===== src/hw/dpss_map.svh =====
// constants for the profile switch sequencer: register offsets, fields,
// reset values and timing counts.
// assumes a 200 MHz pclk; included by bare name.
`ifndef DPSS_MAP_SVH
`define DPSS_MAP_SVH

// register byte offsets
`define DPSS_CTRL_OFS      12'h000
`define DPSS_NEXT_OFS      12'h004
`define DPSS_CMD_OFS       12'h008
`define DPSS_STAT_OFS      12'h00C
`define DPSS_COEF_OFS      12'h010

// ctrl fields
`define DPSS_CTRL_NPROF_LSB 0
`define DPSS_CTRL_HOP_BIT   4
`define DPSS_CTRL_DIFF_BIT  5
`define DPSS_CTRL_W16_BIT   6
`define DPSS_CTRL_DUPLEX_BIT 7
// next fields
`define DPSS_NEXT_IDX_LSB   0
`define DPSS_NEXT_FMODE_LSB 4
`define DPSS_NEXT_RATIO_LSB 8
// cmd bits
`define DPSS_CMD_CAL_BIT    0
`define DPSS_CMD_SW_BIT     1

`define DPSS_CTRL_RST      32'h0000_0066
`define DPSS_MAX_PROF      3'h6
`define DPSS_MIN_PROF      3'h2
`define DPSS_MAIN_IDX      3'h5

`define DPSS_SWITCH_NS     50000
`define DPSS_CLK_MHZ       200
`define DPSS_SWITCH_CYC    ((`DPSS_SWITCH_NS * `DPSS_CLK_MHZ) / 1000)
`define DPSS_CAL_CYC       64

`endif


===== src/hw/dpss_pkg.sv =====
// types for the profile switch sequencer; only the sequencer end uses them.
// assumes nothing beyond a SystemVerilog compiler.
package dpss_pkg;

    typedef enum logic [2:0] {
        DPSS_ST_IDLE   = 3'b000,
        DPSS_ST_CALM   = 3'b001,
        DPSS_ST_CALD   = 3'b011,
        DPSS_ST_READY  = 3'b010,
        DPSS_ST_SWITCH = 3'b110
    } dpss_state_t;

    typedef enum logic [1:0] {
        DPSS_FIR_OFF     = 2'h0,
        DPSS_FIR_DEFAULT = 2'h1,
        DPSS_FIR_CUSTOM  = 2'h2
    } dpss_fir_mode_t;

    typedef enum logic [1:0] {
        DPSS_CH_STANDBY = 2'h0,
        DPSS_CH_CAL     = 2'h1,
        DPSS_CH_PRIMED  = 2'h2,
        DPSS_CH_ACTIVE  = 2'h3
    } dpss_ch_state_t;

endpackage : dpss_pkg


===== src/hw/dpss_if.sv =====
// apb link between the baseband processor end and the sequencer end,
// plus the channel enable pins the processor drives.
// assumes one pclk domain; the bench ties clock and reset in.
`timescale 1ns/100ps
interface dpss_if (
    input wire logic pclk,
    input wire logic presetn
);
    logic        psel;
    logic        penable;
    logic        pwrite;
    logic [11:0] paddr;
    logic [31:0] pwdata;
    logic [31:0] prdata;
    logic        pready;
    logic        pslverr;
    logic [3:0]  tx_enable;
    logic [3:0]  rx_enable;

    modport proc (
        input  pclk, presetn, prdata, pready, pslverr,
        output psel, penable, pwrite, paddr, pwdata, tx_enable, rx_enable
    );
    modport dev (
        input  pclk, presetn, psel, penable, pwrite, paddr, pwdata,
               tx_enable, rx_enable,
        output prdata, pready, pslverr
    );
endinterface : dpss_if


===== src/hw/dpss_dev.sv =====
// sequencer end: apb registers, calibration passes and the profile
// switch timer; drives the datapath settings on its user side.
// assumes the processor end primes the channels before switching.
`timescale 1ns/100ps
`include "dpss_map.svh"
module dpss_dev #(
    parameter int SWITCH_CYC = `DPSS_SWITCH_CYC,
    parameter int CAL_CYC    = `DPSS_CAL_CYC
) (
    dpss_if.dev         bus,
    output logic [2:0]  active_idx_q,
    output logic [2:0]  decim_shift_q,
    output logic [1:0]  fir_mode_q,
    output logic [31:0] fir_coef_q,
    output logic [7:0]  if_ratio_q,
    output logic [3:0]  tx_on_q,
    output logic [3:0]  rx_on_q,
    output logic        switching_q
);

    dpss_pkg::dpss_state_t state_q;
    logic [31:0] ctrl_q;
    logic [2:0]  next_idx_q;
    logic [1:0]  next_fmode_q;
    logic [7:0]  next_ratio_q;
    logic [31:0] next_coef_q;
    logic [2:0]  cal_idx_q;
    logic [16:0] cnt_q;
    logic        done_q;
    logic        held_q;
    logic        wr;
    logic        rd;
    logic [2:0]  nprof;
    logic        cfg_ok;
    logic        next_ok;
    logic        any_active;
    logic        sw_req;

    assign wr = bus.psel && bus.penable && bus.pwrite;
    assign rd = bus.psel && !bus.pwrite;
    assign nprof = ctrl_q[`DPSS_CTRL_NPROF_LSB +: 3];
    // hopping excludes switching; only 16-bit differential link allowed
    assign cfg_ok = nprof >= `DPSS_MIN_PROF && nprof <= `DPSS_MAX_PROF
        && !ctrl_q[`DPSS_CTRL_HOP_BIT] && ctrl_q[`DPSS_CTRL_DIFF_BIT]
        && ctrl_q[`DPSS_CTRL_W16_BIT];
    // configured profiles are the top n indices, highest rate downward
    // widened sum: five plus a count of six would wrap in three bits
    assign next_ok = next_idx_q <= `DPSS_MAIN_IDX
        && {1'b0, next_idx_q} + {1'b0, nprof} >= 4'h6;
    assign any_active = |bus.tx_enable || |bus.rx_enable;
    assign sw_req = wr && bus.paddr == `DPSS_CMD_OFS
        && bus.pwdata[`DPSS_CMD_SW_BIT];

    ////////////////////////////////////////////////////////////////////
    // apb slave: zero wait states, unmapped reads zero with error

    assign bus.pready = 1'b1;
    always_comb begin
        bus.pslverr = 1'b0;
        bus.prdata  = 32'h0000_0000;
        if (rd) begin
            case (bus.paddr)
                `DPSS_CTRL_OFS: bus.prdata = ctrl_q;
                `DPSS_NEXT_OFS: bus.prdata = {16'h0000, next_ratio_q,
                    2'h0, next_fmode_q, 1'b0, next_idx_q};
                `DPSS_CMD_OFS:  bus.prdata = 32'h0000_0000;
                `DPSS_STAT_OFS: bus.prdata = {23'h00_0000, held_q,
                    done_q, state_q, active_idx_q, cfg_ok};
                `DPSS_COEF_OFS: bus.prdata = next_coef_q;
                default:        bus.pslverr = bus.penable;
            endcase
        end else if (bus.psel && bus.penable) begin
            bus.pslverr = !(bus.paddr inside {`DPSS_CTRL_OFS,
                `DPSS_NEXT_OFS, `DPSS_CMD_OFS, `DPSS_COEF_OFS});
        end
    end

    // duplex mode, link type and the rest of ctrl are frozen from the calibrate command on
    always_ff @(posedge bus.pclk or negedge bus.presetn) begin
        if (!bus.presetn) begin
            ctrl_q <= `DPSS_CTRL_RST;
        end else if (wr && bus.paddr == `DPSS_CTRL_OFS
                     && state_q == dpss_pkg::DPSS_ST_IDLE) begin
            ctrl_q <= bus.pwdata;
        end
    end

    // pending selection taken in every channel state
    always_ff @(posedge bus.pclk or negedge bus.presetn) begin
        if (!bus.presetn) begin
            next_idx_q   <= `DPSS_MAIN_IDX;
            next_fmode_q <= 2'h1;
            next_ratio_q <= 8'h01;
            next_coef_q  <= 32'h0000_0000;
        end else if (wr && bus.paddr == `DPSS_NEXT_OFS) begin
            next_idx_q   <= bus.pwdata[`DPSS_NEXT_IDX_LSB +: 3];
            next_fmode_q <= bus.pwdata[`DPSS_NEXT_FMODE_LSB +: 2];
            next_ratio_q <= bus.pwdata[`DPSS_NEXT_RATIO_LSB +: 8];
        end else if (wr && bus.paddr == `DPSS_COEF_OFS) begin
            next_coef_q <= bus.pwdata;
        end
    end

    ////////////////////////////////////////////////////////////////////
    // sequence: main cal, per-profile cal, ready, switch

    always_ff @(posedge bus.pclk or negedge bus.presetn) begin
        if (!bus.presetn) begin
            state_q   <= dpss_pkg::DPSS_ST_IDLE;
            cnt_q     <= 17'h0_0000;
            cal_idx_q <= 3'h0;
        end else begin
            case (state_q)
                dpss_pkg::DPSS_ST_IDLE: begin
                    if (wr && bus.paddr == `DPSS_CMD_OFS
                        && bus.pwdata[`DPSS_CMD_CAL_BIT]) begin
                        state_q <= dpss_pkg::DPSS_ST_CALM;
                        cnt_q   <= 17'(CAL_CYC - 1);
                    end
                end
                dpss_pkg::DPSS_ST_CALM: begin
                    if (cnt_q != 17'h0_0000) begin
                        cnt_q <= cnt_q - 17'h0_0001;
                    end else if (cfg_ok) begin
                        state_q   <= dpss_pkg::DPSS_ST_CALD;
                        cnt_q     <= 17'(CAL_CYC - 1);
                        cal_idx_q <= `DPSS_MAIN_IDX;
                    end else begin
                        state_q <= dpss_pkg::DPSS_ST_READY;
                    end
                end
                dpss_pkg::DPSS_ST_CALD: begin
                    if (cnt_q != 17'h0_0000) begin
                        cnt_q <= cnt_q - 17'h0_0001;
                    end else if (cal_idx_q == `DPSS_MAIN_IDX + 3'h1
                                 - nprof) begin
                        state_q <= dpss_pkg::DPSS_ST_READY;
                    end else begin
                        cal_idx_q <= cal_idx_q - 3'h1;
                        cnt_q     <= 17'(CAL_CYC - 1);
                    end
                end
                dpss_pkg::DPSS_ST_READY: begin
                    if ((sw_req || held_q) && cfg_ok && next_ok
                        && !any_active) begin
                        state_q <= dpss_pkg::DPSS_ST_SWITCH;
                        cnt_q   <= 17'(SWITCH_CYC - 1);
                    end
                end
                dpss_pkg::DPSS_ST_SWITCH: begin
                    if (cnt_q != 17'h0_0000) begin
                        cnt_q <= cnt_q - 17'h0_0001;
                    end else begin
                        state_q <= dpss_pkg::DPSS_ST_READY;
                    end
                end
                default: state_q <= dpss_pkg::DPSS_ST_IDLE;
            endcase
        end
    end

    // a request seen while channels are active waits here
    always_ff @(posedge bus.pclk or negedge bus.presetn) begin
        if (!bus.presetn) begin
            held_q <= 1'b0;
        end else if (state_q == dpss_pkg::DPSS_ST_SWITCH) begin
            held_q <= 1'b0;
        end else if (sw_req && state_q == dpss_pkg::DPSS_ST_READY) begin
            held_q <= 1'b1;
        end
    end

    // completion flag: set wins over the clear by a new request
    always_ff @(posedge bus.pclk or negedge bus.presetn) begin
        if (!bus.presetn) begin
            done_q <= 1'b0;
        end else if (state_q == dpss_pkg::DPSS_ST_SWITCH
                     && cnt_q == 17'h0_0000) begin
            done_q <= 1'b1;
        end else if (sw_req) begin
            done_q <= 1'b0;
        end
    end

    ////////////////////////////////////////////////////////////////////
    // datapath settings, applied to all channels together

    always_ff @(posedge bus.pclk or negedge bus.presetn) begin
        if (!bus.presetn) begin
            active_idx_q  <= `DPSS_MAIN_IDX;
            decim_shift_q <= 3'h0;
            fir_mode_q    <= 2'h1;
            fir_coef_q    <= 32'h0000_0000;
            if_ratio_q    <= 8'h01;
        end else if (state_q == dpss_pkg::DPSS_ST_CALD
                     && cnt_q == 17'h0_0000
                     && cal_idx_q == `DPSS_MAIN_IDX + 3'h1 - nprof) begin
            active_idx_q  <= `DPSS_MAIN_IDX;
            decim_shift_q <= 3'h0;
        end else if (state_q == dpss_pkg::DPSS_ST_READY
                     && (sw_req || held_q) && cfg_ok && next_ok
                     && !any_active) begin
            // power-of-two step from main: a shift, not a divider
            active_idx_q  <= next_idx_q;
            decim_shift_q <= `DPSS_MAIN_IDX - next_idx_q;
            fir_mode_q    <= next_fmode_q;
            fir_coef_q    <= next_coef_q;
            if_ratio_q    <= next_ratio_q;
        end
    end

    // enable pins are not followed while switching
    always_ff @(posedge bus.pclk or negedge bus.presetn) begin
        if (!bus.presetn) begin
            tx_on_q     <= 4'h0;
            rx_on_q     <= 4'h0;
            switching_q <= 1'b0;
        end else begin
            switching_q <= state_q == dpss_pkg::DPSS_ST_SWITCH;
            if (state_q != dpss_pkg::DPSS_ST_SWITCH) begin
                tx_on_q <= bus.tx_enable;
                rx_on_q <= bus.rx_enable;
            end
        end
    end

endmodule : dpss_dev


===== src/flat_wrapper.sv =====
// flat-port wrapper written by rule: the top's interface ports become plain ports
module dpss_dev_flat 
#(
    parameter int SWITCH_CYC = `DPSS_SWITCH_CYC,
    parameter int CAL_CYC    = `DPSS_CAL_CYC
)
  (active_idx_q, decim_shift_q, fir_mode_q, fir_coef_q, if_ratio_q, tx_on_q, rx_on_q, switching_q, pclk, presetn, bus_psel, bus_penable, bus_pwrite, bus_paddr, bus_pwdata, bus_tx_enable, bus_rx_enable, bus_prdata, bus_pready, bus_pslverr);
  dpss_if bus_i (.pclk(pclk), .presetn(presetn));
  output logic [2:0] active_idx_q;
  output logic [2:0] decim_shift_q;
  output logic [1:0] fir_mode_q;
  output logic [31:0] fir_coef_q;
  output logic [7:0] if_ratio_q;
  output logic [3:0] tx_on_q;
  output logic [3:0] rx_on_q;
  output logic switching_q;
  input wire logic pclk;
  input wire logic presetn;
  input wire logic [$bits(bus_i.psel)-1:0] bus_psel;
  input wire logic [$bits(bus_i.penable)-1:0] bus_penable;
  input wire logic [$bits(bus_i.pwrite)-1:0] bus_pwrite;
  input wire logic [$bits(bus_i.paddr)-1:0] bus_paddr;
  input wire logic [$bits(bus_i.pwdata)-1:0] bus_pwdata;
  input wire logic [$bits(bus_i.tx_enable)-1:0] bus_tx_enable;
  input wire logic [$bits(bus_i.rx_enable)-1:0] bus_rx_enable;
  output wire logic [$bits(bus_i.prdata)-1:0] bus_prdata;
  output wire logic [$bits(bus_i.pready)-1:0] bus_pready;
  output wire logic [$bits(bus_i.pslverr)-1:0] bus_pslverr;
  assign bus_i.psel = bus_psel;
  assign bus_i.penable = bus_penable;
  assign bus_i.pwrite = bus_pwrite;
  assign bus_i.paddr = bus_paddr;
  assign bus_i.pwdata = bus_pwdata;
  assign bus_i.tx_enable = bus_tx_enable;
  assign bus_i.rx_enable = bus_rx_enable;
  assign bus_prdata = bus_i.prdata;
  assign bus_pready = bus_i.pready;
  assign bus_pslverr = bus_i.pslverr;
  dpss_dev #(.SWITCH_CYC(SWITCH_CYC), .CAL_CYC(CAL_CYC)) u_core (.bus(bus_i), .active_idx_q(active_idx_q), .decim_shift_q(decim_shift_q), .fir_mode_q(fir_mode_q), .fir_coef_q(fir_coef_q), .if_ratio_q(if_ratio_q), .tx_on_q(tx_on_q), .rx_on_q(rx_on_q), .switching_q(switching_q));
endmodule

===== config.mk =====
export PLATFORM = sky130hd
export DESIGN_NAME = dpss_dev_flat
export DESIGN_NICKNAME = d
export VERILOG_FILES = /design/src/hw/dpss_pkg.sv /design/src/hw/dpss_if.sv /design/src/hw/dpss_dev.sv /design/src/flat_wrapper.sv
export VERILOG_INCLUDE_DIRS = /design/src /design/src/hw
export SDC_FILE = /design/constraint.sdc
export NUM_CORES = 1
export LEC_CHECK = 0
export ABC_AREA = 1
export BUFFER_PORTS_ARGS = -buffer_cell sky130_fd_sc_hd__buf_2
export CORE_UTILIZATION = 35
export DETAILED_ROUTE_END_ITERATION = 10
export GPL_ROUTABILITY_DRIVEN = 0
export PLACE_DENSITY = 0.54
export SYNTH_ARGS = -nofsm -noshare
export SYNTH_HDL_FRONTEND = slang
export SYNTH_SLANG_ARGS = --single-unit

===== constraint.sdc =====
create_clock -name pclk -period 2.26 [get_ports pclk]
set_input_delay 0.452 -clock pclk [delete_from_list [all_inputs] [get_ports pclk]]
set_output_delay 0.452 -clock pclk [all_outputs]
set_load 0.02 [all_outputs]

==> results.py <==
metrics = {
    "clock_tree": {
        "clkTransAtPathRegs_ns": 0.07,
        "clock_latency_ns": 0.44,
        "tritoncts": "built",
        "ctsRootBufferMaster": "clkbuf_16",
        "clockBufferDepth": 2,
        "tritoncts.num_buffers": 17,
        "deepest_level_of_the_cts_h_tree": 4,
        "clock_sinks": 158,
    },
    "grt": {
        "grt_max_degree": 65,
        "antenna_found_initial": 2,
        "grt_pass1_wl_um": 36200,
        "via_count_of_the_first_global_routing_pass": 6812,
        "grt_overflow": 0,
        "grt_usage_pct": 20.0,
    },
    "route": {
        "initialDrtViolationCount": 500,
        "vias": 7188,
        "drt-wirelength-per-cell_um": 16.0,
        "remaining_drc_errors": 20,
        "totalWireLength_um": 23800,
        "firstDrtPassIters": 8,
        "final_antenna_net_count": 0,
        "detail_route.vias_per_cell": 4.83,
    },
    "critical_path": {
        "worst_ep_required_time_ns": 1.81,
        "length_in_cells_of_the_worst_reg_to_reg_path": 13,
        "setup.worst_path.start_class": "input port",
        "rrSetupSlack_ns": -0.02,
        "nature_of_the_critical_path_endpoint": "primary output",
        "critical_path_class": "in -> out",
        "critPathMaxFanout": 4,
        "crit-reg2reg-launch": "u_core.next_idx_q[0]",
        "critical_path_arrival_ns": 1.93,
        "critical_r2r_capture": "u_core.decim_shift_q[0]",
    },
    "sta": {
        "min_period_ns": 2.38,
        "period_share_pct": 105,
        "worst_slew_margin_rel_pct": 65.0,
        "fmax_mhz": 420,
        "fin_worst_hold_slack_ns": 0.269,
        "tightest_slew_ns": 0.524,
        "skew_ns": 0.00939,
        "slew_viol_final": 0,
        "hold_violations": 0,
        "setup_viol_count_final": 39,
        "worst_setup_margin_ns": -0.122,
        "grt_setup_unrepaired": "true",
    },
    "synthesis": {
        "syn-cell-area_um2": 7880,
        "ys_warn_count": 0,
        "post_synth_main_area_contributors": "dfrtp_1, nand2_1, o21ai_1, inv_1, dfstp_2",
        "area_share_of_the_largest_cell_type_after_synthesis_pct": 46.3,
        "post_synth_inst_count": 984,
        "syn_avg_cell_area_um2": 8.01,
        "postSynth.topFlopCell": "dfrtp_1",
        "count_of_state_elements_after_synthesis": 158,
        "synthArstFlopShare_pct": 100,
        "synth.yosys.seq_area_share_pct": 50.3,
        "synth_common_cells": "nand2_1, dfrtp_1, inv_1",
        "postSynthNetCount": 1051,
        "number_of_synthesized_flops_with_an_enable_pin": 0,
        "yosys.area.top_type": "dfrtp_1",
        "post-synth-top-count-cell": "nand2_1",
        "synth_cell_type_count": 45,
    },
    "power": {
        "max-vdd-ir-drop_uv": 495,
        "power.static_leakage_nw": 5.36,
        "post_route_total_power_w": 0.00668,
        "power_density_nw_per_um2": 599,
    },
    "floorplan": {
        "chipHeight_um": 152,
        "placement_rows": 54,
        "placeable_core_area_um2": 22000,
        "die_w_um": 152,
        "initial_utilization_pct": 35.9,
        "floorplan.die_area_um2": 23100,
        "top_level_ports": 148,
    },
    "finish": {
        "nets": 1260,
        "fraction_of_final_layout_cells_with_drive_strength_greater_than_1_pct": 35.8,
        "postLayoutCellArea_um2": 11200,
        "post-route-util_pct": 50.8,
        "syn_to_final_growth_pct": 41.6,
        "fill_cell_total_of_the_finished_layout": 2106,
    },
    "worst_hold_path": {
        "holdCritPathClass": "in -> reg",
        "hold_start": "bus_pwdata[22]",
        "whs_path_depth": 3,
        "hold_path_sink": "u_core.next_coef_q[22]",
    },
    "run_status": {
        "violations_in_the_final_reports": "design-rule violations, negative setup slack",
        "outcome": "finished, violations left",
    },
    "placed_design": {
        "total_cell_area_at_the_placement_stage_um2": 9270,
        "post-dp-hpwl_um": 15300,
        "number_of_input_and_output_port_buffers_inserted": 146,
    },
    "run": {
        "max-cap-violations": 0,
    },
}
-- final cells by class --
class / count / area [um^2] / share of cell area [%]
Timing Repair inverter: 1 / 7.51 / 0.0672
Clock buffer: 20 / 437 / 3.91
Inverter: 130 / 515 / 4.62
Timing Repair Buffer: 228 / 1910 / 17.1
Multi-Input combinational cell: 657 / 3810 / 34.1
Clock inverter: 12 / 161 / 1.45
Sequential cell: 158 / 3970 / 35.5
Antenna cell: 3 / 7.51 / 0.0672
Tap cell: 280 / 350 / 3.14
-- per-layer routing --
| metal | part of all wire (%) | track usage, % | vias up |
|---|---|---|---|
| li1 | - | - | 3566 |
| met1 | 47 | 27.2 | 3419 |
| met2 | 47 | 31.5 | 183 |
| met3 | 5.1 | 5.05 | 20 |
| met4 | 1.2 | 5.49 | 0 |
| met5 | 0 | 0 | - |
-- through the flow --
stage	std cells	TNS [ns]	worst slack [ns]
global route	1487	-9.70	-0.239
floorplan	984	0	0.0246
global placement	1420	-4.15	-0.179
CTS	1465	-0.954	-0.123
detailed placement	1420	-5.40	-0.224
finish	1489	-2.42	-0.122
-- cell families after synthesis --
family          count (synthesis)  synth area share, %
compound gates                197                 13.1
xor+xnor                       11                 1.22
buf+inv                       171                 9.09
fa+ha+maj                      10                 1.68
flops                         158                 50.3
simple gates                  436                 24.5
other cells                     1               0.0476
-- where the power goes --
part / switching [W] / internal, W / leakage (nW) / total (W)
registers: 0.0000303 / 0.00286 / 2.14 / 0.00289
clock network: 0.00127 / 0.00175 / 0.287 / 0.00302
logic: 0.000489 / 0.000284 / 2.94 / 0.000773
total: 0.00179 / 0.00490 / 5.36 / 0.00668
-- state kept, by name, summed over array words and instances (netlist names), 2 cells and up --
| register | cells |
|---|---|
| u_core.active_idx_q | 2 |
| u_core.next_idx_q | 3 |
| u_core.next_coef_q | 32 |
| u_core.next_fmode_q | 2 |
| u_core.rx_on_q | 4 |
| u_core.state_q | 3 |
| u_core.next_ratio_q | 8 |
| u_core.tx_on_q | 4 |
| u_core.cnt_q | 17 |
| u_core.if_ratio_q | 8 |
| u_core.decim_shift_q | 3 |
| u_core.cal_idx_q | 3 |
| u_core.fir_mode_q | 2 |
| u_core.ctrl_q | 32 |
| u_core.fir_coef_q | 32 |
-- worst max-delay path by stage --
stage / startpoint / to / slack [ns]
after global routing: bus_paddr[0] / bus_prdata[2] / -0.24
after global placement: bus_paddr[9] / bus_prdata[0] / -0.18
after floorplan: bus_paddr[11] / bus_prdata[21] / 0.02
after CTS: u_core.ctrl_q[0] / bus_prdata[0] / -0.12
final: bus_paddr[0] / bus_prdata[2] / -0.12
after detailed placement: bus_paddr[9] / bus_prdata[26] / -0.22
-- timing repair --
| item | CTS | global route |
|---|---|---|
| gates cloned | 2 | 12 |
| hold buffers | 1 | 0 |
| setup buffers | 11 | 9 |
| hold endpoints to repair | 27 | 0 |
| endpoints found under the setup margin | 34 | 74 |
| pin swaps | 15 | 16 |
| gates resized for setup | 102 | 138 |
-- critical path, stage by stage --
cell and delay, ns:
buf_6 0.10, nor2_4 0.17, buf_6 0.14, inv_4 0.04
nor3_4 0.14, buf_4 0.16, buf_4 0.13, nand3_1 0.09
o21ai_1 0.10, a21oi_1 0.05, o21ai_0 0.08, nand2_1 0.09
inv_2 0.07, buf_6 0.11
-- placed cells by master, fill, tap and decap left out, drive strengths merged, types with 2 or more instances in the layout --
cell type	count
a21oi	37
and3	2
buf	217
bufinv	3
clkbuf	30
clkinv	5
clkinvlp	3
dfrtp	146
dfstp	12
diode	3
ha	9
inv	132
nand2	299
nand3	47
nand3b	3
nand4	12
nor2	68
nor3	3
o211ai	3
o21ai	143
o21bai	2
o22ai	9
or2	2
xnor2	2
xor2	9
No activity file was read; power rests on OpenSTA's default activity.
